**config.mk**
```make
export PLATFORM = sky130hd
export DESIGN_NAME = cor_codec_one_regs
export DESIGN_NICKNAME = d
export VERILOG_FILES = /design/src/logic/cor_codec_one_regs.v
export VERILOG_INCLUDE_DIRS = /design/src /design/src/shared
export SDC_FILE = /design/constraint.sdc
export NUM_CORES = 1
export LEC_CHECK = 0
export ABC_AREA = 1
export BUFFER_PORTS_ARGS = -buffer_cell sky130_fd_sc_hd__buf_2
export CAP_MARGIN = 25
export CORE_MARGIN = 2
export CORE_UTILIZATION = 59
export DETAILED_ROUTE_END_ITERATION = 6
export PLACE_DENSITY = 0.94
export RECOVER_POWER = 50
export SLEW_MARGIN = 20
export SYNTH_ARGS = -nofsm -noshare
export SYNTH_HDL_FRONTEND = slang
export SYNTH_SLANG_ARGS = --single-unit
```
**constraint.sdc**
```tcl
create_clock -name i_clk_sys -period 5.4 [get_ports i_clk_sys]
set_clock_uncertainty 0.05 [all_clocks]
set_input_delay 0.54 -clock i_clk_sys [delete_from_list [all_inputs] [get_ports i_clk_sys]]
set_output_delay 0.54 -clock i_clk_sys [all_outputs]
set_load 0.05 [all_outputs]
```
**src/shared/cor_map.vh**
```
// Purpose: constants for the first codec channel control registers
// Assumes: 8-bit register addresses and data
// Notes: offsets, field positions, reset values and gain codes
`ifndef COR_MAP_VH
`define COR_MAP_VH

// register addresses
`define COR_ADDR_RATE_DN 8'h01
`define COR_ADDR_RATE_LBP 8'h02
`define COR_ADDR_ADC_GAIN 8'h03
`define COR_ADDR_DAC_GAIN 8'h04

// reset values
`define COR_RST_RATE_DN 8'h50
`define COR_RST_RATE_LBP 8'h50
`define COR_RST_ADC_GAIN 8'h00
`define COR_RST_DAC_GAIN 8'h00

// field positions
`define COR_DIV_HI 7
`define COR_DIV_LO 4
`define COR_NVAL_HI 3
`define COR_NVAL_LO 0
`define COR_BIT_ALOOP 3
`define COR_BIT_DLOOP 2
`define COR_BIT_PDOWN 1
`define COR_BIT_SRST 0
`define COR_BIT_OVF 7
`define COR_ADC_GAIN_HI 6
`define COR_ADC_GAIN_LO 1
`define COR_BIT_LINE 0
`define COR_DAC_GAIN_HI 5
`define COR_DAC_GAIN_LO 0

// gain codes, half-dB units
`define COR_GAIN_MUTE 6'h30
`define COR_GAIN_MAX 6'h21
`define COR_GAIN_ZERO 6'h00
`define COR_GAIN_OFFSET 8'h19
`define COR_GAIN_STEP 8'h03

`endif

```
**src/logic/cor_codec_one_regs.v**
```verilog
// Purpose: control register bank of the first codec channel
// Assumes: register port driven by transport logic on i_clk_sys
// Notes: overflow input is asynchronous and is synchronised here
//
// Notes on behaviour
// RQ1 - registers 1-5 and 15 codec one, 6-10 and 16 codec two, rest global
// RQ2 - register 1 bits 7:4 hold D divisor minus one
// RQ3 - register 1 bits 3:0 hold N value as plain binary
// RQ4 - register 1 resets to 0101 0000, D six and N zero
// RQ5 - register 2 bits 7:4 hold I divisor minus one
// RQ6 - register 2 resets to 0101 0000, control bits all clear
// RQ7 - register 2 bit 3 set selects analog loopback
// RQ8 - register 2 bit 2 set selects digital loopback
// RQ9 - register 2 bit 1 set powers the channel down
// RQ10 - writing one to register 2 bit 0 restores codec one defaults
// RQ11 - register 3 bit 7 reports ADC overflow to readers
// RQ12 - register 3 bits 6:1 ADC gain, 110000 mute, 100001 12 dB, 1.5 dB steps
// RQ13 - ADC code 000001 gives -36 dB, code 000000 gives 0 dB
// RQ14 - register 3 bit 0 set routes the line output
// RQ15 - register 4 bits 7:6 unused, bits 5:0 DAC gain code
// RQ16 - DAC code 110000 mute, 100001..000001 12 to -36 dB, 000000 0 dB
// RQ17 - register 4 unused bits ignore writes and read zero
// RQ18 - overflow bit ignores writes and follows ADC overflow only
`timescale 1ns/100ps
`include "cor_map.vh"

module cor_codec_one_regs (
   input wire i_clk_sys,
   input wire i_arst_n,
   input wire [7:0] i_reg_addr,
   input wire i_reg_wr,
   input wire [7:0] i_reg_wdata,
   input wire i_reg_rd,
   input wire i_adc_overflow,
   output reg [7:0] o_rd_data,
   output reg o_rd_valid,
   output reg o_rd_hit,
   output reg o_soft_reset,
   output reg [4:0] o_rate_d,
   output reg [3:0] o_rate_n,
   output reg [4:0] o_rate_i,
   output reg o_analog_loopback,
   output reg o_digital_loopback,
   output reg o_power_down,
   output reg [5:0] o_adc_gain_code,
   output reg [7:0] o_adc_gain_half_db,
   output reg o_adc_mute,
   output reg o_line_output_route,
   output reg [5:0] o_dac_gain_code,
   output reg [7:0] o_dac_gain_half_db,
   output reg o_dac_mute
);

   ////////////////////////////////////////////////////////////////////////////
   // reset values at full 8-bit register width, divisor reset values at 5 bits

   localparam [7:0] RST_RATE_DN = `COR_RST_RATE_DN;
   localparam [7:0] RST_RATE_LBP = `COR_RST_RATE_LBP;
   localparam [7:0] RST_ADC_GAIN = `COR_RST_ADC_GAIN;
   localparam [7:0] RST_DAC_GAIN = `COR_RST_DAC_GAIN;
   localparam [4:0] RST_RATE_D = {1'b0, RST_RATE_DN[`COR_DIV_HI:`COR_DIV_LO]} + 5'h01;
   localparam [4:0] RST_RATE_I = {1'b0, RST_RATE_LBP[`COR_DIV_HI:`COR_DIV_LO]} + 5'h01;

   ////////////////////////////////////////////////////////////////////////////
   // functions

   // gain code to {mute, signed half-dB}
   function [8:0] gain_decode;
      input [5:0] code;
      reg [7:0] diff;
      begin
         diff = {2'b00, code} - `COR_GAIN_OFFSET;
         if (code == `COR_GAIN_ZERO) begin
            gain_decode = 9'h000; // RQ13
         end else if (code == `COR_GAIN_MUTE) begin
            gain_decode = 9'h100;
         end else if (code > `COR_GAIN_MAX) begin
            gain_decode = 9'h100;
         end else begin
            gain_decode = {1'b0, diff[7:0] * `COR_GAIN_STEP};
         end
      end
   endfunction

   // divisor field plus one
   function [4:0] div_value;
      input [3:0] field;
      begin
         div_value = {1'b0, field} + 5'h01;
      end
   endfunction

   // register address compare
   function addr_hit;
      input [7:0] addr;
      input [7:0] target;
      begin
         addr_hit = (addr == target);
      end
   endfunction

   ////////////////////////////////////////////////////////////////////////////
   // overflow synchroniser

   reg ovf_meta;
   reg ovf_sync;

   always @(posedge i_clk_sys or negedge i_arst_n) begin
      if (!i_arst_n) begin
         ovf_meta <= 1'b0;
         ovf_sync <= 1'b0;
      end else begin
         ovf_meta <= i_adc_overflow;
         ovf_sync <= ovf_meta;
      end
   end

   ////////////////////////////////////////////////////////////////////////////
   // address decode

   wire sel_rate_dn;
   wire sel_rate_lbp;
   wire sel_adc_gain;
   wire sel_dac_gain;
   wire sel_any;

   assign sel_rate_dn = addr_hit(i_reg_addr, `COR_ADDR_RATE_DN); // RQ1
   assign sel_rate_lbp = addr_hit(i_reg_addr, `COR_ADDR_RATE_LBP); // RQ1
   assign sel_adc_gain = addr_hit(i_reg_addr, `COR_ADDR_ADC_GAIN); // RQ1
   assign sel_dac_gain = addr_hit(i_reg_addr, `COR_ADDR_DAC_GAIN); // RQ1
   assign sel_any = sel_rate_dn | sel_rate_lbp | sel_adc_gain | sel_dac_gain;

   ////////////////////////////////////////////////////////////////////////////
   // register storage

   reg [7:0] rate_dn;
   reg [7:0] rate_lbp;
   reg [6:0] adc_gain;
   reg [5:0] dac_gain;
   wire srst_hit;

   assign srst_hit = i_reg_wr & sel_rate_lbp & i_reg_wdata[`COR_BIT_SRST];

   always @(posedge i_clk_sys or negedge i_arst_n) begin
      if (!i_arst_n) begin
         rate_dn <= RST_RATE_DN; // RQ4
      end else if (srst_hit) begin
         rate_dn <= RST_RATE_DN; // RQ10
      end else if (i_reg_wr & sel_rate_dn) begin
         rate_dn <= i_reg_wdata; // RQ2 RQ3
      end
   end

   // soft reset bit is never stored
   always @(posedge i_clk_sys or negedge i_arst_n) begin
      if (!i_arst_n) begin
         rate_lbp <= RST_RATE_LBP; // RQ6
      end else if (srst_hit) begin
         rate_lbp <= RST_RATE_LBP; // RQ10
      end else if (i_reg_wr & sel_rate_lbp) begin
         rate_lbp <= {i_reg_wdata[7:1], 1'b0}; // RQ5
      end
   end

   // overflow bit is not stored
   always @(posedge i_clk_sys or negedge i_arst_n) begin
      if (!i_arst_n) begin
         adc_gain <= RST_ADC_GAIN[6:0];
      end else if (srst_hit) begin
         adc_gain <= RST_ADC_GAIN[6:0]; // RQ10
      end else if (i_reg_wr & sel_adc_gain) begin
         adc_gain <= i_reg_wdata[6:0]; // RQ18
      end
   end

   // unused top bits are not stored
   always @(posedge i_clk_sys or negedge i_arst_n) begin
      if (!i_arst_n) begin
         dac_gain <= RST_DAC_GAIN[5:0];
      end else if (srst_hit) begin
         dac_gain <= RST_DAC_GAIN[5:0]; // RQ10
      end else if (i_reg_wr & sel_dac_gain) begin
         dac_gain <= i_reg_wdata[5:0]; // RQ17
      end
   end

   ////////////////////////////////////////////////////////////////////////////
   // soft reset pulse for registers held elsewhere

   always @(posedge i_clk_sys or negedge i_arst_n) begin
      if (!i_arst_n) begin
         o_soft_reset <= 1'b0;
      end else begin
         o_soft_reset <= srst_hit; // RQ10
      end
   end

   ////////////////////////////////////////////////////////////////////////////
   // read path

   reg [7:0] next_rd_data;

   always @* begin
      next_rd_data = 8'h00;
      case (i_reg_addr)
         `COR_ADDR_RATE_DN: begin
            next_rd_data = rate_dn;
         end
         `COR_ADDR_RATE_LBP: begin
            next_rd_data = rate_lbp;
         end
         `COR_ADDR_ADC_GAIN: begin
            next_rd_data = {ovf_sync, adc_gain}; // RQ11 RQ18
         end
         `COR_ADDR_DAC_GAIN: begin
            next_rd_data = {2'b00, dac_gain}; // RQ15 RQ17
         end
         default: begin
            next_rd_data = 8'h00;
         end
      endcase
   end

   always @(posedge i_clk_sys or negedge i_arst_n) begin
      if (!i_arst_n) begin
         o_rd_data <= 8'h00;
         o_rd_valid <= 1'b0;
         o_rd_hit <= 1'b0;
      end else begin
         o_rd_valid <= i_reg_rd;
         if (i_reg_rd) begin
            o_rd_data <= next_rd_data;
            o_rd_hit <= sel_any;
         end
      end
   end

   ////////////////////////////////////////////////////////////////////////////
   // decoded controls

   wire [5:0] adc_code;
   wire [5:0] dac_code;
   reg [8:0] next_adc_dec;
   reg [8:0] next_dac_dec;

   assign adc_code = adc_gain[`COR_ADC_GAIN_HI:`COR_ADC_GAIN_LO]; // RQ12
   assign dac_code = dac_gain[`COR_DAC_GAIN_HI:`COR_DAC_GAIN_LO]; // RQ15

   always @* begin
      next_adc_dec = gain_decode(adc_code); // RQ12 RQ13
      next_dac_dec = gain_decode(dac_code); // RQ16
   end

   ////////////////////////////////////////////////////////////////////////////
   // rate and mode controls

   always @(posedge i_clk_sys or negedge i_arst_n) begin
      if (!i_arst_n) begin
         o_rate_d <= RST_RATE_D;
         o_rate_n <= RST_RATE_DN[`COR_NVAL_HI:`COR_NVAL_LO];
         o_rate_i <= RST_RATE_I;
         o_analog_loopback <= RST_RATE_LBP[`COR_BIT_ALOOP];
         o_digital_loopback <= RST_RATE_LBP[`COR_BIT_DLOOP];
         o_power_down <= RST_RATE_LBP[`COR_BIT_PDOWN];
      end else begin
         o_rate_d <= div_value(rate_dn[`COR_DIV_HI:`COR_DIV_LO]); // RQ2
         o_rate_n <= rate_dn[`COR_NVAL_HI:`COR_NVAL_LO]; // RQ3
         o_rate_i <= div_value(rate_lbp[`COR_DIV_HI:`COR_DIV_LO]); // RQ5
         o_analog_loopback <= rate_lbp[`COR_BIT_ALOOP]; // RQ7
         o_digital_loopback <= rate_lbp[`COR_BIT_DLOOP]; // RQ8
         o_power_down <= rate_lbp[`COR_BIT_PDOWN]; // RQ9
      end
   end

   ////////////////////////////////////////////////////////////////////////////
   // adc gain and line output controls

   always @(posedge i_clk_sys or negedge i_arst_n) begin
      if (!i_arst_n) begin
         o_adc_gain_code <= RST_ADC_GAIN[`COR_ADC_GAIN_HI:`COR_ADC_GAIN_LO];
         o_adc_gain_half_db <= 8'h00;
         o_adc_mute <= 1'b0;
         o_line_output_route <= RST_ADC_GAIN[`COR_BIT_LINE];
      end else begin
         o_adc_gain_code <= adc_code; // RQ12
         o_adc_gain_half_db <= next_adc_dec[7:0]; // RQ12
         o_adc_mute <= next_adc_dec[8]; // RQ12
         o_line_output_route <= adc_gain[`COR_BIT_LINE]; // RQ14
      end
   end

   ////////////////////////////////////////////////////////////////////////////
   // dac gain controls

   always @(posedge i_clk_sys or negedge i_arst_n) begin
      if (!i_arst_n) begin
         o_dac_gain_code <= RST_DAC_GAIN[`COR_DAC_GAIN_HI:`COR_DAC_GAIN_LO];
         o_dac_gain_half_db <= 8'h00;
         o_dac_mute <= 1'b0;
      end else begin
         o_dac_gain_code <= dac_code; // RQ15
         o_dac_gain_half_db <= next_dac_dec[7:0]; // RQ16
         o_dac_mute <= next_dac_dec[8]; // RQ16
      end
   end

endmodule

```
# After elaboration in Yosys (flattened, before gate mapping)
# Cells that the tools add are included.
# totals
ff_bits	90
latchBits	0
ram_bits	0
rom_bits	0
input_bits	21
word_cells	66
memories	0
# classes
addsub	4
n_mul	2
n_div	0
magnitude_cmp	2
n_eq_ne	6
shift	0
n_mux	15
n_bitwise	8
reduce_logical	6
# ops
cell	n
two-way mux 9 bit	6
two-way mux 8 bit	4
case mux 8 bit (4 select lines)	1
== test 8 x 2 -> 1 bit, second input constant	2
multiplier 8 x 2 -> 8 bit, second input constant	2
two-way mux 7 bit	2
subtractor 6 x 5 -> 7 bit, second input constant	2
== test 6 bit, second input constant	2
greater-than comparator 6 bit, second input constant	2
logical NOT 6 bit	2
two-way mux 6 bit	2
adder 4 x 1 -> 5 bit, second input constant	2
== test 8 x 1 -> 1 bit, second input constant	1
== test 8 x 3 -> 1 bit, second input constant	1
nonzero test 2 bit	4
AND 1 bit	5
bitwise OR 1 bit	3

# Logic depth before layout (Yosys ltp)
# Gate-level depths: netlist of the first run.
# depth
word_depth	5
depth_mapped	15
mapped_depth_nobuf	15

# Least setup slack after synthesis of the first run
# OpenSTA, ideal clock, no wires.
# synth_timing
path_type	flip-flop to flip-flop
from	register adc_gain[1]
to	register o_adc_gain_half_db[6]
arrival_ns	2.023
required_ns	5.233
slack_ns	3.211
path_stages_with_launch	13
synth_period_minus_slack_ns	2.189
path_cell_list	dfrtp_1 > inv_1 > ha_1 > nand2_1 > nand3_1 > nand2_1 > inv_1 > ha_1 > a21oi_1 > a21boi_0 > nand2_1 > nor2_1 > nor2_1
# synth_between
elab_chain_cells	5
# synth_lines
item	line_no	source
start, declared	cor_codec_one_regs.v:138	reg [6:0] adc_gain;
start signal, assigned	cor_codec_one_regs.v:168	adc_gain <= RST_ADC_GAIN[6:0];
start signal, assigned	cor_codec_one_regs.v:170	adc_gain <= RST_ADC_GAIN[6:0];
start signal, assigned	cor_codec_one_regs.v:172	adc_gain <= i_reg_wdata[6:0];
subtractor 6 x 5 -> 7 bit (no line)	n/a	
multiplier 8 x 2 -> 8 bit (no line)	n/a	
two-way mux 9 bit	cor_codec_one_regs.v:77	end else if (code > `COR_GAIN_MAX) begin
two-way mux 9 bit	cor_codec_one_regs.v:75	end else if (code == `COR_GAIN_MUTE) begin
two-way mux 9 bit *	cor_codec_one_regs.v:73	if (code == `COR_GAIN_ZERO) begin
net next_adc_dec[6]	cor_codec_one_regs.v:243	reg [8:0] next_adc_dec;
end signal, assigned	cor_codec_one_regs.v:286	o_adc_gain_half_db <= next_adc_dec[7:0];
end, declared	cor_codec_one_regs.v:46	output reg [7:0] o_adc_gain_half_db,
# The timed path passes the listed nets; every way through them passes the cells marked *.
# A chain may end at the register's enable or synchronous reset.

# Worst setup path after layout of the first run
# Ends and elaborated chain as after synthesis.

==> flow_summary.yaml, run 1 <==
floorplanning:
  design.core.area_um2: 6794
  rows: 30
  die_width_um: 87.66
  io_pins: 80
  die_h_um: 87.66
  dieArea_um2: 7683
  initial_core_util_pct: 60.77
synthesis:
  synth_edf_count: 0
  synth_mux_area_share_pct: 0
  yosysTopAreaCell: "dfrtp_1"
  synthAdderAreaFrac_pct: 5.818
  synth_area_um2: 4129
  syn_avg_cell_area_um2: 9.279
  synth_top_family_by_area: "simple AND/OR/NAND/NOR gates"
  synth-xor-area-share_pct: 1.697
  synth_nets: 484
  ys_ff_latch: 89
  synth_common_cells: "nand2_1, dfrtp_1, inv_1, nand3_1, nor2_1"
  synth_flop_cell: "dfrtp_1"
  yosysWarnings: 0
  yosys.area_share.simple_pct: 22.18
  synth.top_cell.area_share_pct: 49.09
  seq_area_frac_synth_pct: 54.18
  synth.area.top_cells: "dfrtp_1, nand2_1, dfstp_2"
  synth_most_common_cell: "nand2_1"
  postSynthCellCount: 445
  ys_types: 35
  synth_compound_area_share_pct: 10.06
  async_reset_ff_share_pct: 100.0
critical_path:
  critical_path_class: "reg -> reg"
  cp.required_ps: 5650
  worstSetupEndpointType: "flip-flop"
  worstPathMaxFanout: 8
  start_kind: "flip-flop"
  r2r_setup_slack_ps: 2790
  crit_arrival_ps: 2860
sta:
  finalMaxSlewViolations: 0
  hold_viol: 0
  fmax_mhz: 383.1
  slew_headroom_pct: 48.92
  period_needed_ps: 2611
  grt_setup_unrepaired: "no"
  post-route-period-util_pct: 48.34
  finalSetupTns_ps: 0
  tightest_slew_ps: 766.2
  final-setup-viol-count: 0
final_layout:
  nets: 567
  antenna_cells: 0
  fillerInstances: 495
  drive_gt1_share_pct: 26.64
  areaGrowthSynthToFinish_pct: 15.48
global_route:
  grt_antenna_before_repair: 0
  grt_max_degree: 90
  grt_pass1_vias: 3224
  grt_overflow: 0
  grt_usage_pct: 25.95
  grt_pass1_wl_um: 15190
clock_tree:
  numCtsBuffers: 9
  clkLatencyLatePin_ps: 360
  root_buffer: "clkbuf_8"
  cts_sinks: 89
  path_clk_slew_ps: 90
  clk_path_buf_depth: 2
  cts_post_setup_buffers_inserted: 0
  post_cts_resized: 0
  cts_hold_buf: 0
  htreeDepth: 3
  cts_tree: "done"
detailed_routing:
  drc: 0
  dr.pass1.iters: 5
  drtAntennaViolNets: 0
  routed_wl_um: 9109
  routedWlPerCell_um: 14.48
  vias: 3461
  drtIter0Drc: 319
  vias_per_cell: 5.502
power_and_ir_drop:
  power.share.clock_pct: 25.2
  ir_drop_v: 0.0001416
  powerDensity_nw_per_um2: 347.2
  p_leak_nw: 2.622
  switching_share_pct: 37.78
  power_switching_uw: 625.3
  combPwrFrac_pct: 28.6
  finalPower_mw: 1.655
  power.internal_mw: 1.030
  p_seq_share_pct: 46.2
run:
  drv_cap: 0
placed_design:
  gp_routability_congestion: 0.8953
  dp_hpwl_um: 6660
  io_buffers: 79
run_status:
  status: "complete, no violations"
min_path:
  hp-class: "in -> async"
## power groups by stage
| stage | Clock, mW | Combinational, mW | Sequential, mW |
|---|---|---|---|
| after CTS | 0.422 | 0.473 | 0.765 |
| after global routing | 0.450 | 0.519 | 0.771 |
| after floorplan | 0 | 0.194 | 0.938 |
| after global placement | 0 | 0.458 | 0.776 |
| after detailed placement | 0 | 0.469 | 0.777 |
| final | 0.417 | 0.474 | 0.764 |
## registers in the layout, indices dropped and copies added (netlist names), 7 cells and up
signal	flops
o_adc_gain_half_db	8
rate_dn	8
rate_lbp	7
o_dac_gain_half_db	8
o_rd_data	8
adc_gain	7
## cell families after synthesis
logic type | count (synthesis)
compound gates | 69
xor+xnor | 8
buf+inv | 58
flops | 89
simple gates | 203
fa+ha+maj | 18
## stage by stage
step	setup slack [ps]	utilization, %	hold slack [ps]	instance area [um^2]	std cells
after floorplan	3211	-	194.4	4129	445
after global routing	2587	70.18	212.1	4768	629
final	2789	70.18	171.6	4768	629
after CTS	2868	70.15	214.9	4766	629
after detailed placement	2910	67.53	298.4	4588	613
after global placement	3040	67.53	285.6	4588	613
## cell type report
type	count	area (um^2)	share of cell area (%)
clock buffer	10	127.6	2.676
tap	96	120.1	2.519
inverter	51	191.4	4.015
timing repair buffer	79	400.4	8.397
clock inverter	6	50.05	1.050
multi-input combinational	298	1642	34.43
sequential	89	2237	46.92
## layout by cell type (no fill, tap or decap), types with 7 or more instances in the layout
| cell type | Yosys | final |
|---|---|---|
| a21oi_1 | 14 | 14 |
| dfrtp_1 | 81 | 81 |
| o21ai_0 | 22 | 22 |
| o22ai_1 | 12 | 12 |
| nand3_1 | 28 | 28 |
| buf_2 | 2 | 77 |
| inv_2 | 11 | 11 |
| nor2_1 | 27 | 27 |
| clkbuf_8 | 0 | 9 |
| nand2_2 | 12 | 12 |
| nand2_1 | 114 | 114 |
| ha_1 | 16 | 16 |
| inv_1 | 40 | 40 |
| o21ai_2 | 7 | 7 |
## worst max-delay path, cell delays in order, from the launching register on
cell and delay, ps:
dfrtp_1 460, inv_1 250, ha_1 370, nand2_1 140
nand2_1 70, nand2_1 50, nand2_1 50, inv_1 70
ha_1 360, nand2_1 120, inv_1 80, a21boi_0 180
nand2_1 100, nand2_1 60, nand2_1 40, nor2_1 70
## final timing paths
check | start | endpoint | cells past startpoint
worst max-delay path | adc_gain[1]$_DFFE_PN0P_ | o_adc_gain_half_db[6]$_DFF_PN0_ | 15
worst min-delay path | i_arst_n | o_rate_i[0]$_DFF_PN0_ | 1
worst max register to register | adc_gain[1]$_DFFE_PN0P_ | o_adc_gain_half_db[6]$_DFF_PN0_ | 15
worst min register to register | ovf_meta$_DFF_PN0_ | ovf_sync$_DFF_PN0_ | 0
max in group asynchronous | i_arst_n | o_adc_gain_half_db[5]$_DFF_PN0_ | 1
min in group i_clk_sys | i_adc_overflow | ovf_meta$_DFF_PN0_ | 1
## metal layers
layer	wire length (um)	vias to the layer above	track usage, %
met3	672	25	4.241
met4	280	0	12.17
met1	3815	1652	34.55
met5	0	-	0
met2	4341	177	41.94
li1	-	1607	-
No activity file was read; power rests on OpenSTA's default activity.
==> run 2, diff against run 1 <==
CORE_UTILIZATION = 50   (was 59)
PLACE_DENSITY = 0.86   (was 0.94)
clock period = 2.2 ns   (was 5.4 ns; I/O delays follow)
==> flow_summary.yaml, run 2 (same netlist as run 1, synthesis figures left out) <==
run_status:
  status: "complete, no violations"
placed_design:
  gp_routability_congestion: 0.8732
  place.detailed.instances: 630
  pre_cts_ws_ps: -50.66
  placed_cell_area_um2: 4672
  io_buffers: 79
  dp_hpwl_um: 6780
detailed_routing:
  wl_met3_um: 788
  drc: 0
  met1_length_um: 3930
  route.met2.wl_um: 4628
  dr.pass1.iters: 5
  drtIter0Drc: 242
  routed_wl_um: 9583
  vias_per_cell: 5.302
  top_layer: "met4"
  drtAntennaViolNets: 0
  routedWlPerCell_um: 14.70
  vias: 3457
floorplanning:
  design.core.area_um2: 8093
  die_h_um: 94.88
  die_width_um: 94.88
  dieArea_um2: 9001
  rows: 33
  initial_core_util_pct: 51.02
  io_pins: 80
sta:
  hold_viol: 0
  tightest_slew_ps: 756.8
  postLayoutSetupSlackWorst_ps: 60.47
  slew_headroom_pct: 49.55
  whs_ps: 92.52
  final-setup-viol-count: 0
  fmax_mhz: 467.4
  finalSetupTns_ps: 0
  period_needed_ps: 2140
  finalMaxSlewViolations: 0
  post-route-period-util_pct: 97.25
critical_path:
  slowest_delay_ps: 400
  cp.required_ps: 2410
  worstPathMaxFanout: 4
  critPathSlowestCell: "dfrtp_1"
  cpMostUsedCell: "nand2_1"
  r2r_end: "o_adc_gain_half_db[6]$_DFF_PN0_"
  start_kind: "flip-flop"
  worstReg2RegStart: "adc_gain[2]$_DFFE_PN0P_"
  endpoint: "o_adc_gain_half_db[6]$_DFF_PN0_"
  critical_path_class: "reg -> reg"
  worstSetupEndpointType: "flip-flop"
  ff2ff_path_depth: 11
  path_cells: "buf_4 > nor2_4 > nand2_2 > nand2_1 > nand2_1 > ha_1 > a21o_1 > a21boi_1 > nand2_1 > nor2_1 > nor2_1"
  crit_arrival_ps: 2350
  r2r_setup_slack_ps: 60
  startpoint: "adc_gain[2]$_DFFE_PN0P_"
final_layout:
  fillerInstances: 677
  finish.instance_area_um2: 4987
  layout_commonest_cell: "nand2_1"
  ff_latch_area_um2: 2238
  antenna_cells: 0
  areaGrowthSynthToFinish_pct: 20.79
  drive_gt1_share_pct: 29.80
  instances_no_fill: 652
  finalCoreUtilization_pct: 61.63
  nets: 581
  multi_input_area_um2: 1710
  final_cell_mix: "nand2_1, dfrtp_1, buf_2"
power_and_ir_drop:
  power_switching_mw: 1.604
  p_leak_nw: 2.678
  power.share.clock_pct: 27.9
  switching_share_pct: 37.00
  powerDensity_nw_per_um2: 869.4
  p_seq_share_pct: 43.2
  combPwrFrac_pct: 28.8
  ir_drop_v: 0.0003502
  finalPower_mw: 4.336
  power.internal_mw: 2.732
min_path:
  hp-start: "i_reg_wdata[7]"
  hp-class: "in -> reg"
  hold_depth: 3
run:
  drv_cap: 0
clock_tree:
  cts_tree: "done"
  path_clk_slew_ps: 90
  cts_sinks: 89
  root_buffer: "clkbuf_8"
  clkLatencyLatePin_ps: 370
  numCtsBuffers: 9
  htreeDepth: 3
  clk_path_buf_depth: 2
global_route:
  grt_max_degree: 60
  grt_overflow: 0
  grt_pass1_wl_um: 15320
  grt_antenna_before_repair: 0
  grt_usage_pct: 22.36
  grt_pass1_vias: 3293
## run 2: cell count changes in the layout (fill, tap and decap cells not counted), moves of 3 or more
cell	delta
dlygate4sd3_1	+3
ha_4	+4
inv_2	+3
inv_1	-3
buf_4	+7
ha_1	-6
## run 2: worst max-delay path, delay by kind of cell, from the launching register on
| kind | cells | cell delay (ps) |
|---|---|---|
| compound gates | 2 | 340 |
| flops | 1 | 400 |
| buf+inv | 1 | 160 |
| fa+ha+maj | 1 | 370 |
| simple gates | 7 | 720 |
## run 2: worst min-delay path by stage
stage,to,slack [ps]
6_report,rate_dn[7]$_DFFE_PN0P_,90
5_1_grt,rate_dn[7]$_DFFE_PN0P_,90
4_1_cts,rate_dn[7]$_DFFE_PN0P_,90
3_5_place_dp,ovf_meta$_DFF_PN0_,130
3_3_place_gp,rate_lbp[7]$_DFFE_PN0P_,130
2_1_floorplan,adc_gain[0]$_DFFE_PN0P_,-130
## run 2: power by group through the flow
stage / registers [mW] / clock network (mW) / logic, mW
detailed placement: 1.91 / 0 / 1.18
floorplan: 2.30 / 0 / 0.475
CTS: 1.88 / 1.23 / 1.19
finish: 1.87 / 1.21 / 1.25
global route: 1.89 / 1.31 / 1.37
global placement: 1.91 / 0 / 1.16
## run 2: area by class of cell
cell class / count / share of cell area, %
Tap cell: 105 / 2.634
Clock inverter: 6 / 1.656
Multi-Input combinational cell: 298 / 34.30
Sequential cell: 89 / 44.88
Timing Repair Buffer: 93 / 9.935
Inverter: 51 / 3.838
Clock buffer: 10 / 2.760
## run 2: repair_timing
action,4_1_cts,5_1_grt
setup buffers,1,2
endpoints found under the hold margin,30,0
setup endpoints to repair,1,5
hold buffers,3,0
gates resized for setup,1,17
## run 2: layer usage
layer	global-route usage, %	vias up
met4	11.11	0
met1	29.51	1643
li1	-	1627
met2	34.10	166
met5	0	-
met3	5.986	21
